### src/hw/sar_adc_pkg.sv
// Constants, register layout and state codes for the SAR converter control.
// Assumes an 8-bit register port with read data one cycle after the strobe.
package sar_adc_pkg;

    // Register indices on the plain register port
    localparam logic [2:0] ADDR_CONTROL0 = 3'h0;
    localparam logic [2:0] ADDR_CONTROL1 = 3'h1;
    localparam logic [2:0] ADDR_RESULT_HIGH = 3'h2;
    localparam logic [2:0] ADDR_RESULT_LOW = 3'h3;
    localparam logic [2:0] ADDR_FLAG = 3'h4;
    localparam logic [2:0] ADDR_IRQ_ENABLE = 3'h5;

    // Field positions
    localparam int CTRL1_FORMAT_BIT = 7;
    localparam int CTRL1_CLKSEL_HI_BIT = 0;
    localparam int FLAG_DONE_BIT = 0;
    localparam int IRQ_ENABLE_BIT = 0;

    // Reset values
    localparam logic [7:0] CONTROL0_RESET = 8'h00;
    localparam logic [7:0] RESULT_RESET = 8'h00;

    // Clock source codes (low two select bits)
    localparam logic [1:0] CLKSEL_DIV2 = 2'h0;
    localparam logic [1:0] CLKSEL_DIV8 = 2'h1;
    localparam logic [1:0] CLKSEL_DIV32 = 2'h2;
    localparam logic [1:0] CLKSEL_OSC = 2'h3;

    // Divider terminal counts (divide ratio minus one)
    localparam logic [4:0] DIV2_LAST = 5'h01;
    localparam logic [4:0] DIV8_LAST = 5'h07;
    localparam logic [4:0] DIV32_LAST = 5'h1f;

    // Conversion timing in bit periods, and the first trial code
    localparam logic [3:0] CONV_LAST_TAD = 4'ha;
    localparam logic [1:0] ABORT_WAIT_TADS = 2'h2;
    localparam logic [9:0] SAR_FIRST_TRIAL = 10'h200;

    // Channel codes for the two internal references
    localparam logic [3:0] CHAN_CVREF = 4'he;
    localparam logic [3:0] CHAN_FIXED_REF = 4'hf;

    typedef enum logic [2:0] {
        ST_IDLE = 3'b001,
        ST_CONV = 3'b010,
        ST_ABORT = 3'b100
    } conv_state_t;

    typedef struct packed {
        logic [1:0] conv_clock_select;
        logic [3:0] channel_select;
        logic go_busy;
        logic converter_enable;
    } control0_t;

endpackage : sar_adc_pkg

### src/hw/pin_sync3.sv
// Three-stage synchroniser for a pin input with agreement filter.
// Assumes the input may change at any time relative to core_clk.
`timescale 1ns/1ps
module pin_sync3 (
    // Clock and reset
    input wire logic core_clk,
    input wire logic rst_b,
    // Pin side
    input wire logic pin_in,
    // Filtered level
    output logic level_out
);
    logic s1_reg;
    logic s2_reg;
    logic s3_reg;
    logic level_next;

    // Only a level seen by both later stages is taken, the first stage feeds s2 alone
    assign level_next = (s2_reg == s3_reg) ? s3_reg : level_out;

    always_ff @(posedge core_clk or negedge rst_b) begin
        if (!rst_b) begin
            s1_reg <= 1'b0;
            s2_reg <= 1'b0;
            s3_reg <= 1'b0;
            level_out <= 1'b0;
        end else begin
            s1_reg <= pin_in;
            s2_reg <= s1_reg;
            s3_reg <= s2_reg;
            level_out <= level_next;
        end
    end
endmodule : pin_sync3

### src/hw/tad_gen.sv
// Bit-period enable generator: divided core clock or internal oscillator edges.
// Assumes osc_edge is a one-cycle pulse already synchronised to core_clk.
`timescale 1ns/1ps
module tad_gen (
    // Clock and reset
    input wire logic core_clk,
    input wire logic rst_b,
    // Control
    input wire logic run,
    input wire logic [1:0] clk_sel,
    input wire logic osc_edge,
    // Bit period enable
    output logic tick
);
    logic [4:0] cnt_reg;
    logic [4:0] cnt_next;
    logic [4:0] last_count;
    logic div_hit;
    logic use_osc;

    // Upper select bit never reaches this block; the two low bits alone pick the source
    assign use_osc = (clk_sel == sar_adc_pkg::CLKSEL_OSC);
    assign last_count = (clk_sel == sar_adc_pkg::CLKSEL_DIV2) ? sar_adc_pkg::DIV2_LAST :
                        (clk_sel == sar_adc_pkg::CLKSEL_DIV8) ? sar_adc_pkg::DIV8_LAST :
                        sar_adc_pkg::DIV32_LAST;
    assign div_hit = (cnt_reg == last_count);
    // Divided periods follow the core clock rate; only the oscillator is independent
    assign tick = run && (use_osc ? osc_edge : div_hit);
    assign cnt_next = (!run || div_hit) ? 5'h00 : cnt_reg + 5'h01;

    always_ff @(posedge core_clk or negedge rst_b) begin
        if (!rst_b) begin
            cnt_reg <= 5'h00;
        end else begin
            cnt_reg <= cnt_next;
        end
    end
endmodule : tad_gen

### src/hw/sar_adc_ctrl.sv
// Control logic of a 10-bit successive-approximation converter.
// Assumes the comparator output is settled and synchronous to core_clk when a
// bit period ends, and that the register master never issues both strobes at once.
//
// Decided for this implementation: the register addresses and strobed register access.
`timescale 1ns/1ps
module sar_adc_ctrl (
    // Clock and reset
    input wire logic core_clk,
    input wire logic rst_b,
    // Register port
    input wire logic [2:0] reg_addr,
    input wire logic [7:0] reg_wdata,
    input wire logic reg_wr,
    input wire logic reg_rd,
    output logic [7:0] reg_rdata,
    // Analog front end
    input wire logic osc_pin,
    input wire logic cmp_in,
    output logic [9:0] dac_code,
    output logic hold_connect,
    output logic analog_power,
    output logic [3:0] channel_select,
    output logic ext_input_sel,
    output logic cvref_sel,
    output logic fixed_ref_sel,
    // System
    input wire logic sleep_mode,
    output logic irq_request,
    output logic wake_request
);
    sar_adc_pkg::conv_state_t state_reg;
    sar_adc_pkg::conv_state_t state_next;
    sar_adc_pkg::control0_t ctrl0_reg;
    sar_adc_pkg::control0_t ctrl0_wr_view;
    logic format_reg;
    logic clksel_hi_reg;
    logic done_flag_reg;
    logic done_flag_next;
    logic irq_enable_reg;
    logic [7:0] result_high_reg;
    logic [7:0] result_low_reg;
    logic [7:0] result_high_next;
    logic [7:0] result_low_next;
    logic [9:0] sar_reg;
    logic [9:0] sar_next;
    logic [9:0] bit_mask_reg;
    logic [3:0] tad_cnt_reg;
    logic [1:0] wait_cnt_reg;
    logic [7:0] rdata_next;
    logic osc_level;
    logic osc_level_d_reg;
    logic osc_edge;
    logic tick;
    logic run;
    logic wr_ctrl0;
    logic wr_ctrl1;
    logic wr_flag;
    logic wr_irq_en;
    logic start_req;
    logic abort_req;
    logic done_pulse;
    logic converting;
    logic [7:0] ctrl0_read;
    logic [7:0] ctrl1_read;
    logic [2:0] clk_sel_full;

    // Oscillator pin into core timing, so ticks and completion stay in one domain
    pin_sync3 u_osc_sync (
        .core_clk(core_clk),
        .rst_b(rst_b),
        .pin_in(osc_pin),
        .level_out(osc_level)
    );

    assign osc_edge = osc_level && !osc_level_d_reg;
    assign converting = (state_reg == sar_adc_pkg::ST_CONV);
    assign run = (state_reg != sar_adc_pkg::ST_IDLE);
    assign clk_sel_full = {clksel_hi_reg, ctrl0_reg.conv_clock_select};

    tad_gen u_tad_gen (
        .core_clk(core_clk),
        .rst_b(rst_b),
        .run(run),
        .clk_sel(ctrl0_reg.conv_clock_select),
        .osc_edge(osc_edge),
        .tick(tick)
    );

    // Register decode
    assign wr_ctrl0 = reg_wr && (reg_addr == sar_adc_pkg::ADDR_CONTROL0);
    assign wr_ctrl1 = reg_wr && (reg_addr == sar_adc_pkg::ADDR_CONTROL1);
    assign wr_flag = reg_wr && (reg_addr == sar_adc_pkg::ADDR_FLAG);
    assign wr_irq_en = reg_wr && (reg_addr == sar_adc_pkg::ADDR_IRQ_ENABLE);
    assign ctrl0_wr_view = reg_wdata;

    // A start needs the converter already on, so a combined enable-and-go write enables but does not start
    assign start_req = wr_ctrl0 && ctrl0_wr_view.go_busy && ctrl0_reg.converter_enable
                       && ctrl0_wr_view.converter_enable
                       && (state_reg == sar_adc_pkg::ST_IDLE);
    assign abort_req = wr_ctrl0 && !ctrl0_wr_view.go_busy && converting;
    assign done_pulse = converting && tick && (tad_cnt_reg == sar_adc_pkg::CONV_LAST_TAD)
                        && !abort_req && !(wr_ctrl0 && !ctrl0_wr_view.converter_enable);

    // Conversion sequencer
    always_comb begin
        state_next = state_reg;
        case (state_reg)
            sar_adc_pkg::ST_IDLE: begin
                if (start_req) begin
                    state_next = sar_adc_pkg::ST_CONV;
                end
            end
            sar_adc_pkg::ST_CONV: begin
                if (abort_req) begin
                    state_next = sar_adc_pkg::ST_ABORT;
                end else if (done_pulse) begin
                    state_next = sar_adc_pkg::ST_IDLE;
                end
            end
            sar_adc_pkg::ST_ABORT: begin
                if (tick && (wait_cnt_reg == sar_adc_pkg::ABORT_WAIT_TADS - 2'h1)) begin
                    state_next = sar_adc_pkg::ST_IDLE;
                end
            end
            default: begin
                state_next = sar_adc_pkg::ST_IDLE;
            end
        endcase
        // Turning the converter off drops everything in flight
        if (wr_ctrl0 && !ctrl0_wr_view.converter_enable) begin
            state_next = sar_adc_pkg::ST_IDLE;
        end
    end

    // Successive approximation: first period opens the trial, then MSB to LSB
    always_comb begin
        sar_next = sar_reg;
        if (converting && tick) begin
            if (tad_cnt_reg == 4'h0) begin
                sar_next = sar_adc_pkg::SAR_FIRST_TRIAL;
            end else begin
                sar_next = cmp_in ? sar_reg : (sar_reg & ~bit_mask_reg);
                sar_next = sar_next | (bit_mask_reg >> 1);
            end
        end
    end

    // Justification applied at load time, the pair then reads as stored
    always_comb begin
        result_high_next = result_high_reg;
        result_low_next = result_low_reg;
        if (done_pulse) begin
            if (format_reg) begin
                result_high_next = {6'h00, sar_next[9:8]};
                result_low_next = sar_next[7:0];
            end else begin
                result_high_next = sar_next[9:2];
                result_low_next = {sar_next[1:0], 6'h00};
            end
        end
    end

    // Hardware set wins over a software clear in the same cycle
    assign done_flag_next = done_pulse ? 1'b1 :
                            (wr_flag ? reg_wdata[sar_adc_pkg::FLAG_DONE_BIT] : done_flag_reg);

    always_ff @(posedge core_clk or negedge rst_b) begin
        if (!rst_b) begin
            state_reg <= sar_adc_pkg::ST_IDLE;
            sar_reg <= 10'h000;
            bit_mask_reg <= 10'h000;
            tad_cnt_reg <= 4'h0;
            wait_cnt_reg <= 2'h0;
            osc_level_d_reg <= 1'b0;
        end else begin
            state_reg <= state_next;
            sar_reg <= sar_next;
            osc_level_d_reg <= osc_level;
            if (start_req) begin
                tad_cnt_reg <= 4'h0;
                bit_mask_reg <= sar_adc_pkg::SAR_FIRST_TRIAL;
            end else if (converting && tick) begin
                tad_cnt_reg <= tad_cnt_reg + 4'h1;
                if (tad_cnt_reg != 4'h0) begin
                    bit_mask_reg <= bit_mask_reg >> 1;
                end
            end
            if (abort_req) begin
                wait_cnt_reg <= 2'h0;
            end else if (tick && (state_reg == sar_adc_pkg::ST_ABORT)) begin
                wait_cnt_reg <= wait_cnt_reg + 2'h1;
            end
        end
    end

    // Software registers
    always_ff @(posedge core_clk or negedge rst_b) begin
        if (!rst_b) begin
            ctrl0_reg <= sar_adc_pkg::CONTROL0_RESET;
            format_reg <= 1'b0;
            clksel_hi_reg <= 1'b0;
            done_flag_reg <= 1'b0;
            irq_enable_reg <= 1'b0;
            result_high_reg <= sar_adc_pkg::RESULT_RESET;
            result_low_reg <= sar_adc_pkg::RESULT_RESET;
            reg_rdata <= 8'h00;
        end else begin
            if (wr_ctrl0) begin
                ctrl0_reg <= ctrl0_wr_view;
            end
            if (wr_ctrl1) begin
                format_reg <= reg_wdata[sar_adc_pkg::CTRL1_FORMAT_BIT];
                clksel_hi_reg <= reg_wdata[sar_adc_pkg::CTRL1_CLKSEL_HI_BIT];
            end
            if (wr_irq_en) begin
                irq_enable_reg <= reg_wdata[sar_adc_pkg::IRQ_ENABLE_BIT];
            end
            done_flag_reg <= done_flag_next;
            result_high_reg <= result_high_next;
            result_low_reg <= result_low_next;
            reg_rdata <= rdata_next;
        end
    end

    // Go reads the live sequencer state, so completion and abort clear it at once
    assign ctrl0_read = {ctrl0_reg.conv_clock_select, ctrl0_reg.channel_select,
                         converting, ctrl0_reg.converter_enable};
    assign ctrl1_read = {format_reg, 6'h00, clksel_hi_reg};
    assign rdata_next = !reg_rd ? 8'h00 :
                        (reg_addr == sar_adc_pkg::ADDR_CONTROL0) ? ctrl0_read :
                        (reg_addr == sar_adc_pkg::ADDR_CONTROL1) ? ctrl1_read :
                        (reg_addr == sar_adc_pkg::ADDR_RESULT_HIGH) ? result_high_reg :
                        (reg_addr == sar_adc_pkg::ADDR_RESULT_LOW) ? result_low_reg :
                        (reg_addr == sar_adc_pkg::ADDR_FLAG) ? {7'h00, done_flag_reg} :
                        (reg_addr == sar_adc_pkg::ADDR_IRQ_ENABLE) ? {7'h00, irq_enable_reg} :
                        8'h00;

    // Analog side
    assign dac_code = sar_reg;
    // Stays open through the abort wait; acquisition resumes only back in idle
    assign hold_connect = (state_reg == sar_adc_pkg::ST_IDLE);
    assign analog_power = ctrl0_reg.converter_enable;
    assign channel_select = ctrl0_reg.channel_select;
    assign ext_input_sel = (ctrl0_reg.channel_select < sar_adc_pkg::CHAN_CVREF);
    assign cvref_sel = (ctrl0_reg.channel_select == sar_adc_pkg::CHAN_CVREF);
    assign fixed_ref_sel = (ctrl0_reg.channel_select == sar_adc_pkg::CHAN_FIXED_REF);
    assign irq_request = done_flag_reg && irq_enable_reg;
    assign wake_request = irq_request && sleep_mode;
endmodule : sar_adc_ctrl

### config.mk
export PLATFORM = sky130hd
export DESIGN_NAME = sar_adc_ctrl
export DESIGN_NICKNAME = d
export VERILOG_FILES = /design/src/hw/sar_adc_pkg.sv /design/src/hw/pin_sync3.sv /design/src/hw/tad_gen.sv /design/src/hw/sar_adc_ctrl.sv
export SDC_FILE = /design/constraint.sdc
export NUM_CORES = 1
export LEC_CHECK = 0
export BUFFER_PORTS_ARGS = -buffer_cell sky130_fd_sc_hd__buf_4
export CORE_ASPECT_RATIO = 0.7
export CORE_MARGIN = 2
export CORE_UTILIZATION = 46
export DETAILED_ROUTE_END_ITERATION = 10
export PLACE_DENSITY = 0.7
export SLEW_MARGIN = 20
export SYNTH_ARGS = -nofsm -noshare
export SYNTH_HDL_FRONTEND = slang
export SYNTH_SLANG_ARGS = --single-unit
### constraint.sdc
create_clock -name core_clk -period 2.5 [get_ports core_clk]
set_input_delay 0.5 -clock core_clk [delete_from_list [all_inputs] [get_ports core_clk]]
set_output_delay 0.5 -clock core_clk [all_outputs]
set_load 0.01 [all_outputs]
==> results.md, run 1 <==
| Stage | Result | This run |
|---|---|---|
| status | Status | complete, no violations |
| die | Core area | 0.007352 mm^2 |
| setup path | Worst Path Class, Setup | reg2reg |
| setup path | Critical Path Fanout Max | 14 |
| pwr | Combinational fraction of design power | 14.2% |
| place | Cell count after placement | 482 |
| pwr | Switching share of power | 26.11% |
| setup path | Signal arrival time at the worst endpoint | 2.43 ns |
| timing | Worst rel slew slack | 60.17% |
| finish | Count of placed standard cells in the final layout, fillers left out | 498 |
| timing | Endpoints failing hold | 0 |
| setup path | Number of buffer and inverter instances along the worst setup path | 1 |
| die | Floorplan die area | 0.008364 mm^2 |
| pwr | P per Cell Area | 701.7 mW/mm^2 |
| timing | Final worst setup slack | 0.2805 ns |
| synthesis | Share of synthesized area occupied by flip-flops and latches | 52.74% |
| setup path | Cell-by-cell listing of the critical path | nand2_1 > nor3b_1 > a41o_1 > nand3_2 > buf_4 > o41ai_1 |
| drt | Residual antenna-violating net count after detailed routing | 0 |
| timing | Highest clock frequency the design can meet | 0.4506 GHz |
| pwr | Worst supply voltage drop on vdd | 0.0003393 V |
| timing | Final-report max-slew violation count | 0 |
| clock tree | Clock latency reported for the late side of the worst-skew pair | 0.34 ns |
| clock tree | Clock buffers created by TritonCTS | 9 |
| timing | Setup total negative slack | 0 ns |
| timing | Final setup violation count | 0 |
| pwr | Net switching component of the power | 0.0007735 W |
| clock tree | Clk pin slew, worst setup/hold paths | 0.08 ns |
| global routing | Global Route Usage Sum | 20.57% |
| synthesis | Number of warning messages in the yosys log | 0 |
| synthesis | Yosys cell types | 51 |
| clock tree | Number of levels the H-tree was split into | 3 |
| place | Half-perimeter wire length after detailed placement | 5.708 mm |
| clock tree | TritonCTS clock tree | built |
| setup path | Category of cells accounting for the largest share of critical-path delay | simple AND/OR/NAND/NOR gates |
| clock tree | Post-CTS setup-driven buffer insertion count | 0 |
| synthesis | Mapped cell area | 0.003513 mm^2 |
| setup path | Startpoint type of the worst setup path | register |
| global routing | Maximum number of pins on one net before global-route repair | 43 |
| pwr | Proportion of power drawn by flip-flops and latches | 48.2% |
| die | Standard-cell rows | 26 |
| setup path | Critical Path End Type | register |
| hold path | Type of the worst min-delay path | in2async |
| die | Number of top-level pins | 47 |
| drt | Final wirelength | 7.864 mm |
| die | Die X-Extent | 108.5 um |
| drt | First-pass iteration count of the detailed router | 4 |
| place | Place WS | 0.3468 ns |
| global routing | Initial antenna violation count | 0 |
| global routing | Via count of the first global-routing pass | 2476 |
| clock tree | # resized after CTS | 0 |
| finish | N_diodes | 0 |
| pwr | Total design power | 0.002963 W |
| global routing | Grt ovf | 0 |
| drt | Detailed-route wire length per cell | 15.79 um |
| pwr | Internal Power | 0.002189 W |
| synthesis | Number of flip-flops and latches in the synthesized netlist | 74 |
| clock tree | Post-cts hold buffer count | 0 |
| drt | Initial detailed-routing violation count | 162 |
| synthesis | Number of synthesized flops with an enable pin | 0 |
| die | Height of the die | 77.12 um |
| die | Initial standard-cell utilization of the core | 47.79% |
| timing | Post-route minimum period | 2.219 ns |
| drt | Overall via count from detail_route | 2660 |
| setup path | Critical Path Max Stage Delay | 0.47 ns |
| clock tree | Clk sink count | 74 |
| finish | Fraction of final layout cells with drive strength greater than 1 | 20.50% |
| synthesis | Share of async-settable or async-resettable flops after synthesis | 100.0% |
| finish | Nets | 418 |
| synthesis | Post-synthesis net count | 370 |
| setup path | Reg-to-reg slack, setup | 0.28 ns |
| timing | Setup repair after global routing missed its margin | no |
| synthesis | Top flip-flop cell by instance count after synthesis | dfrtp_1 |
| setup path | Path depth of the worst reg2reg path | 6 |
| timing | Ratio of final minimum period to clock period | 88.78% |
| clock tree | CTS Root Buffer Type | clkbuf_8 |
| clock tree | Number of buffers on the longest clock path | 2 |
| pwr | Cell leakage power | 2.038 nW |
| drt | Vias per cell | 5.341 |
| place | IO buf count | 46 |
| drt | DRC | 0 |
| timing | Hold slack | 0.1375 ns |
| setup path | Worst path required time | 2.71 ns |
| place | Last weighted congestion value of the routability-driven placer | 0.8191 |
| setup path | Launch point of the worst reg-to-reg path | clk_sel_full[1] |
| setup path | Slowest cell on the critical path | dfrtp_1 |
| synthesis | Average cell area after synthesis | 10.12 um^2 |
| finish | Area growth, synth to finish | 20.19% |
| setup path | Terminus of the critical flop-to-flop path | result_high_reg[4] |
| job | MaxCap Viol Count | 0 |
| pwr | Clock power frac | 37.6% |
| global routing | Global-route wire length before repair | 13.23 mm |
| timing | Actual transition at the worst max-transition pin | 0.5948 ns |
| synthesis | Number of cells produced by synthesis | 347 |
| timing | Worst setup skew after layout | 0.01070 ns |
==> how the worst max path moves through the flow <==
stage                         endpoint             from  slack [ns]  cells past startpoint
global route        result_high_reg[4]  clk_sel_full[1]        0.09                      6
global placement    result_high_reg[7]  clk_sel_full[1]        0.45                      6
CTS                 result_high_reg[4]  clk_sel_full[1]        0.30                      6
finish              result_high_reg[4]  clk_sel_full[1]        0.28                      6
floorplan                 state_reg[0]      reg_addr[2]        0.60                      6
detailed placement  result_high_reg[4]      reg_addr[1]        0.35                      7
==> metrics by stage <==
stage | util [%] | area (um^2)
global placement | 54.12 | 3979
global route | 57.44 | 4223
CTS | 57.44 | 4223
finish | 57.44 | 4223
detailed placement | 54.12 | 3979
floorplan | - | 3513
==> cell usage after synthesis, types with 3 or more instances <==
library cell / number / area share (%)
dfrtp_1: 73 / 52
nand2_1: 52 / 5.6
nor2_1: 45 / 4.8
mux2i_1: 18 / 5.1
inv_1: 12 / 1.3
nand3_1: 11 / 1.6
a21oi_1: 10 / 1.4
nand2b_1: 10 / 1.8
o21ai_0: 10 / 1.4
buf_2: 9 / 1.3
o31ai_1: 9 / 1.9
a31oi_1: 7 / 1.2
clkbuf_1: 7 / 0.75
a22o_1: 5 / 1.2
ha_1: 5 / 1.8
mux2_2: 5 / 1.6
o2bb2ai_1: 5 / 1.2
xor2_1: 4 / 1.0
a211oi_1: 3 / 0.64
and2_1: 3 / 0.53
and3_1: 3 / 0.53
nand4_1: 3 / 0.53
o41ai_1: 3 / 0.75
==> kinds of logic (layout without fill, tap and decap cells) <==
| logic type | Yosys count | in the layout | synth area share [%] |
|---|---|---|---|
| buffers and inverters | 30 | 83 | 3.632 |
| muxes | 25 | 25 | 8.013 |
| xor gates and xnor gates | 6 | 6 | 1.496 |
| AOI/OAI and AO/OA | 65 | 65 | 12.96 |
| adders and majority gates | 6 | 6 | 2.066 |
| and+or+nand+nor | 141 | 141 | 19.09 |
| DFF | 74 | 74 | 52.74 |
==> worst reg2reg max path, delay by kind of cell (launching register included) <==
family	cells	cell delay, ns
and+or+nand+nor	3	0.73
buffers and inverters	1	0.29
AOI/OAI and AO/OA	2	0.60
DFF	1	0.47
==> power groups by stage <==
stage | registers, W | logic, W | clock network (W)
after global routing | 0.00145 | 0.000479 | 0.00120
after global placement | 0.00145 | 0.000417 | 0
after CTS | 0.00143 | 0.000426 | 0.00115
final | 0.00143 | 0.000422 | 0.00111
after detailed placement | 0.00145 | 0.000424 | 0
after floorplan | 0.00141 | 0.000267 | 0
==> placed cells by master, fill, tap and decap left out, types with 4 or more instances in the layout <==
cell type / synthesis / layout
nand2_1: 52 / 52
o21ai_0: 10 / 10
a21oi_1: 10 / 10
nand3_1: 11 / 11
o2bb2ai_1: 5 / 5
nand2b_1: 10 / 10
dfrtp_1: 73 / 73
clkbuf_8: 0 / 10
xor2_1: 4 / 4
buf_4: 1 / 54
a31oi_1: 7 / 7
o31ai_1: 9 / 9
nor2_1: 45 / 45
mux2i_1: 18 / 18
inv_1: 12 / 12
a22o_1: 5 / 5
mux2_2: 5 / 5
ha_1: 5 / 5
==> area by class of cell <==
class,instances,area (um^2)
multi-input cells,243,1533
clock buffers,12,145.1
well taps,98,122.6
flip-flops and latches,74,1853
clock inverters,4,98.84
repair buffers,55,425.4
fillers,628,3129
inverters,12,45.04
==> per-layer routing <==
metal  vias to the layer above  track usage [%]  share of wire (%)
met2                        68            27.63                 42
li1                       1313                -                  -
met4                         0            3.462               0.52
met5                         -                0                  0
met3                         4            6.888                6.2
met1                      1275            32.29                 51
(Power assumes the default switching activity.)
==> inputs of run 2 (changes only) <==
- ABC_AREA: unset -> 1
==> run 2 against run 1 <==
Against the previous run: die area is 1.1% lower; largest power group unchanged; combinational power is 7.8% lower; global-route usage is 0.31 points higher; critical path depth is 4 higher; non-clock buffer count is 5 lower; sequential power is 7% lower; flip-flop and latch count stayed put; critical path type unchanged; sequential share of layout area is 1.1 points higher; critical endpoint is now result_low_reg[6]; wire length is 0.70% lower.
==> results.md, run 2 <==
| Stage | Result | This run |
|---|---|---|
| setup path | Path depth of the worst reg2reg path | 10 |
| drt | Final wirelength | 7.809 mm |
| finish | Area growth, synth to finish | 18.77% |
| timing | Actual transition at the worst max-transition pin | 0.6006 ns |
| clock tree | # resized after CTS | 0 |
| synthesis | Number of synthesized flops with an enable pin | 0 |
| global routing | Initial antenna violation count | 0 |
| timing | Post-route minimum period | 2.003 ns |
| global routing | Maximum number of pins on one net before global-route repair | 48 |
| timing | Worst setup skew after layout | 0.01241 ns |
| drt | Overall via count from detail_route | 2874 |
| job | MaxCap Viol Count | 0 |
| timing | Setup total negative slack | 0 ns |
| status | Status | complete, no violations |
| finish | Fraction of final layout cells with drive strength greater than 1 | 17.36% |
| setup path | Worst Path Class, Setup | reg2reg |
| finish | Commonest cells after routing, fill and taps aside | nand2_1, dfrtp_1, inv_1 |
| die | Core area | 0.007320 mm^2 |
| synthesis | Number of cells produced by synthesis | 419 |
| synthesis | Post-synth top area cell | dfrtp_1 |
| drt | DRC | 0 |
| finish | Nets | 496 |
| timing | Setup repair after global routing missed its margin | no |
| drt | First-pass iteration count of the detailed router | 4 |
| pwr | Worst supply voltage drop on vdd | 0.0004495 V |
| setup path | Critical Path End Type | register |
| synthesis | Largest cells by area after synthesis | dfrtp_1, nand2_1, inv_1, o21ai_0, nand3_1 |
| synthesis | Yosys cell types | 32 |
| clock tree | Post-CTS setup-driven buffer insertion count | 0 |
| place | Last weighted congestion value of the routability-driven placer | 0.8970 |
| timing | Endpoints failing hold | 0 |
| pwr | P per Cell Area | 640.5 mW/mm^2 |
| synthesis | Number of warning messages in the yosys log | 0 |
| hold path | Type of the worst min-delay path | in2async |
| synthesis | Fraction of synthesized cell area taken by the top area cell type | 52.61% |
| drt | Initial detailed-routing violation count | 143 |
| clock tree | Number of levels the H-tree was split into | 3 |
| clock tree | Clock latency reported for the late side of the worst-skew pair | 0.36 ns |
| synthesis | Share of async-settable or async-resettable flops after synthesis | 100.0% |
| clock tree | Clk pin slew, worst setup/hold paths | 0.08 ns |
| synthesis | Most frequent cell after synthesis | nand2_1 |
| place | Area after detailed placement | 0.003931 mm^2 |
| finish | Combined area of the multi-input logic cells | 0.001358 mm^2 |
| clock tree | CTS Root Buffer Type | clkbuf_8 |
| synthesis | Number of flip-flops and latches in the synthesized netlist | 74 |
| setup path | Reg-to-reg slack, setup | 0.50 ns |
| synthesis | Commonest cells post-synth | nand2_1, dfrtp_1, inv_1 |
| finish | N_diodes | 0 |
| die | Number of top-level pins | 47 |
| finish | Finished layout cell area | 0.004124 mm^2 |
| global routing | Via count of the first global-routing pass | 2846 |
| finish | Most common cell after layout, fill and taps aside | nand2_1 |
| drt | Detailed-route wire length per cell | 13.56 um |
| synthesis | Average cell area after synthesis | 8.287 um^2 |
| synthesis | Top flip-flop cell by instance count after synthesis | dfrtp_1 |
| setup path | Startpoint type of the worst setup path | register |
| finish | Storage element area | 0.001853 mm^2 |
| setup path | Signal arrival time at the worst endpoint | 2.30 ns |
| finish | Filler Cell Count | 713 |
| clock tree | Clk sink count | 74 |
| timing | Ratio of final minimum period to clock period | 80.12% |
| timing | Final setup violation count | 0 |
| global routing | Grt ovf | 0 |
| timing | Highest clock frequency the design can meet | 0.4993 GHz |
| drt | Residual antenna-violating net count after detailed routing | 0 |
| drt | Vias per cell | 4.990 |
| synthesis | Post-synthesis net count | 442 |
| die | Standard-cell rows | 26 |
| synthesis | Mapped cell area | 0.003472 mm^2 |
| setup path | Worst path required time | 2.79 ns |
| place | Half-perimeter wire length after detailed placement | 5.735 mm |
| timing | Worst rel slew slack | 59.96% |
| die | Floorplan die area | 0.008270 mm^2 |
| synthesis | Share of synthesized area occupied by flip-flops and latches | 53.37% |
| pwr | Total design power | 0.002641 W |
| clock tree | TritonCTS clock tree | built |
| global routing | Global Route Usage Sum | 20.89% |
| pwr | Cell leakage power | 2.122 nW |
| clock tree | Post-cts hold buffer count | 0 |
| die | Die X-Extent | 107.8 um |
| global routing | Global-route wire length before repair | 13.39 mm |
| timing | Final-report max-slew violation count | 0 |
| clock tree | Clock buffers created by TritonCTS | 9 |
| place | IO buf count | 46 |
| die | Height of the die | 76.69 um |
| clock tree | Number of buffers on the longest clock path | 2 |
| die | Initial standard-cell utilization of the core | 47.44% |
| setup path | Critical Path Fanout Max | 10 |
==> run 2: cell count changes after synthesis, moves of 7 or more <==
cell / delta
nand2_1: +80
inv_1: +42
o21ai_0: +26
nand3_1: +23
nor2_1: -20
mux2i_1: -17
nand2b_1: -10
o31ai_1: -9
a31oi_1: -7
buf_2: -7
==> run 2: final cells by class <==
| cell class | count | share of cell area (%) |
|---|---|---|
| Clock buffer | 9 | 3.004 |
| Sequential cell | 74 | 44.93 |
| Inverter | 56 | 5.097 |
| Timing Repair Buffer | 50 | 9.405 |
| Multi-Input combinational cell | 282 | 32.92 |
| Clock inverter | 7 | 1.669 |
| Tap cell | 98 | 2.973 |
==> run 2: power by group <==
group          internal (W)  total (W)  switching (W)
clock network      0.000458   0.000917       0.000459
logic              0.000151   0.000389       0.000238
registers           0.00127    0.00133      0.0000655
total               0.00188    0.00264       0.000763
==> run 2: path summary, 6_finish.rpt <==
check	to	start
max	result_low_reg[6]	tad_cnt_reg[0]
min	bit_mask_reg[2]	rst_b
max reg2reg	result_low_reg[6]	tad_cnt_reg[0]
min reg2reg	u_osc_sync.s2_reg	u_osc_sync.s1_reg
max in group asynchronous	state_reg[0]	rst_b
min in group core_clk	u_osc_sync.s1_reg	osc_pin
==> run 2: stage by stage <==
stage	instances	setup slack, ns	hold WS [ns]	util [%]
finish	576	0.4970	0.1482	56.34
global route	576	0.2679	0.1783	56.34
detailed placement	560	0.4036	0.3404	53.71
floorplan	419	0.8815	0.2044	-
CTS	576	0.4801	0.1552	56.34
global placement	560	0.4096	0.3437	53.71
==> run 2: layer usage <==
metal	vias to the layer above	wire, um	GRT usage [%]
li1	1441	-	-
met1	1353	3766	28.87
met2	70	3531	31.95
met3	10	418	6.463
met4	0	93	5.769
met5	-	0	0
==> run 2: cell families (layout without fill, tap and decap cells) <==
family | Yosys count | in the layout | synth area share [%]
flops | 74 | 74 | 53.37
fa+ha+maj | 6 | 6 | 2.090
simple gates | 214 | 214 | 26.88
xor+xnor | 3 | 3 | 0.7569
compound gates | 58 | 58 | 9.081
buf+inv | 63 | 122 | 7.531
mux | 1 | 1 | 0.2883
==> run 2: critical path: stages, from the launching register on <==
cell	delay [ns]
dfrtp_1	0.40
inv_1	0.12
ha_1	0.16
nand2_1	0.05
nor2_1	0.11
nand2_1	0.06
nor2_1	0.10
nand4_1	0.29
nor2_2	0.44
nand2_1	0.11
nand3_1	0.09
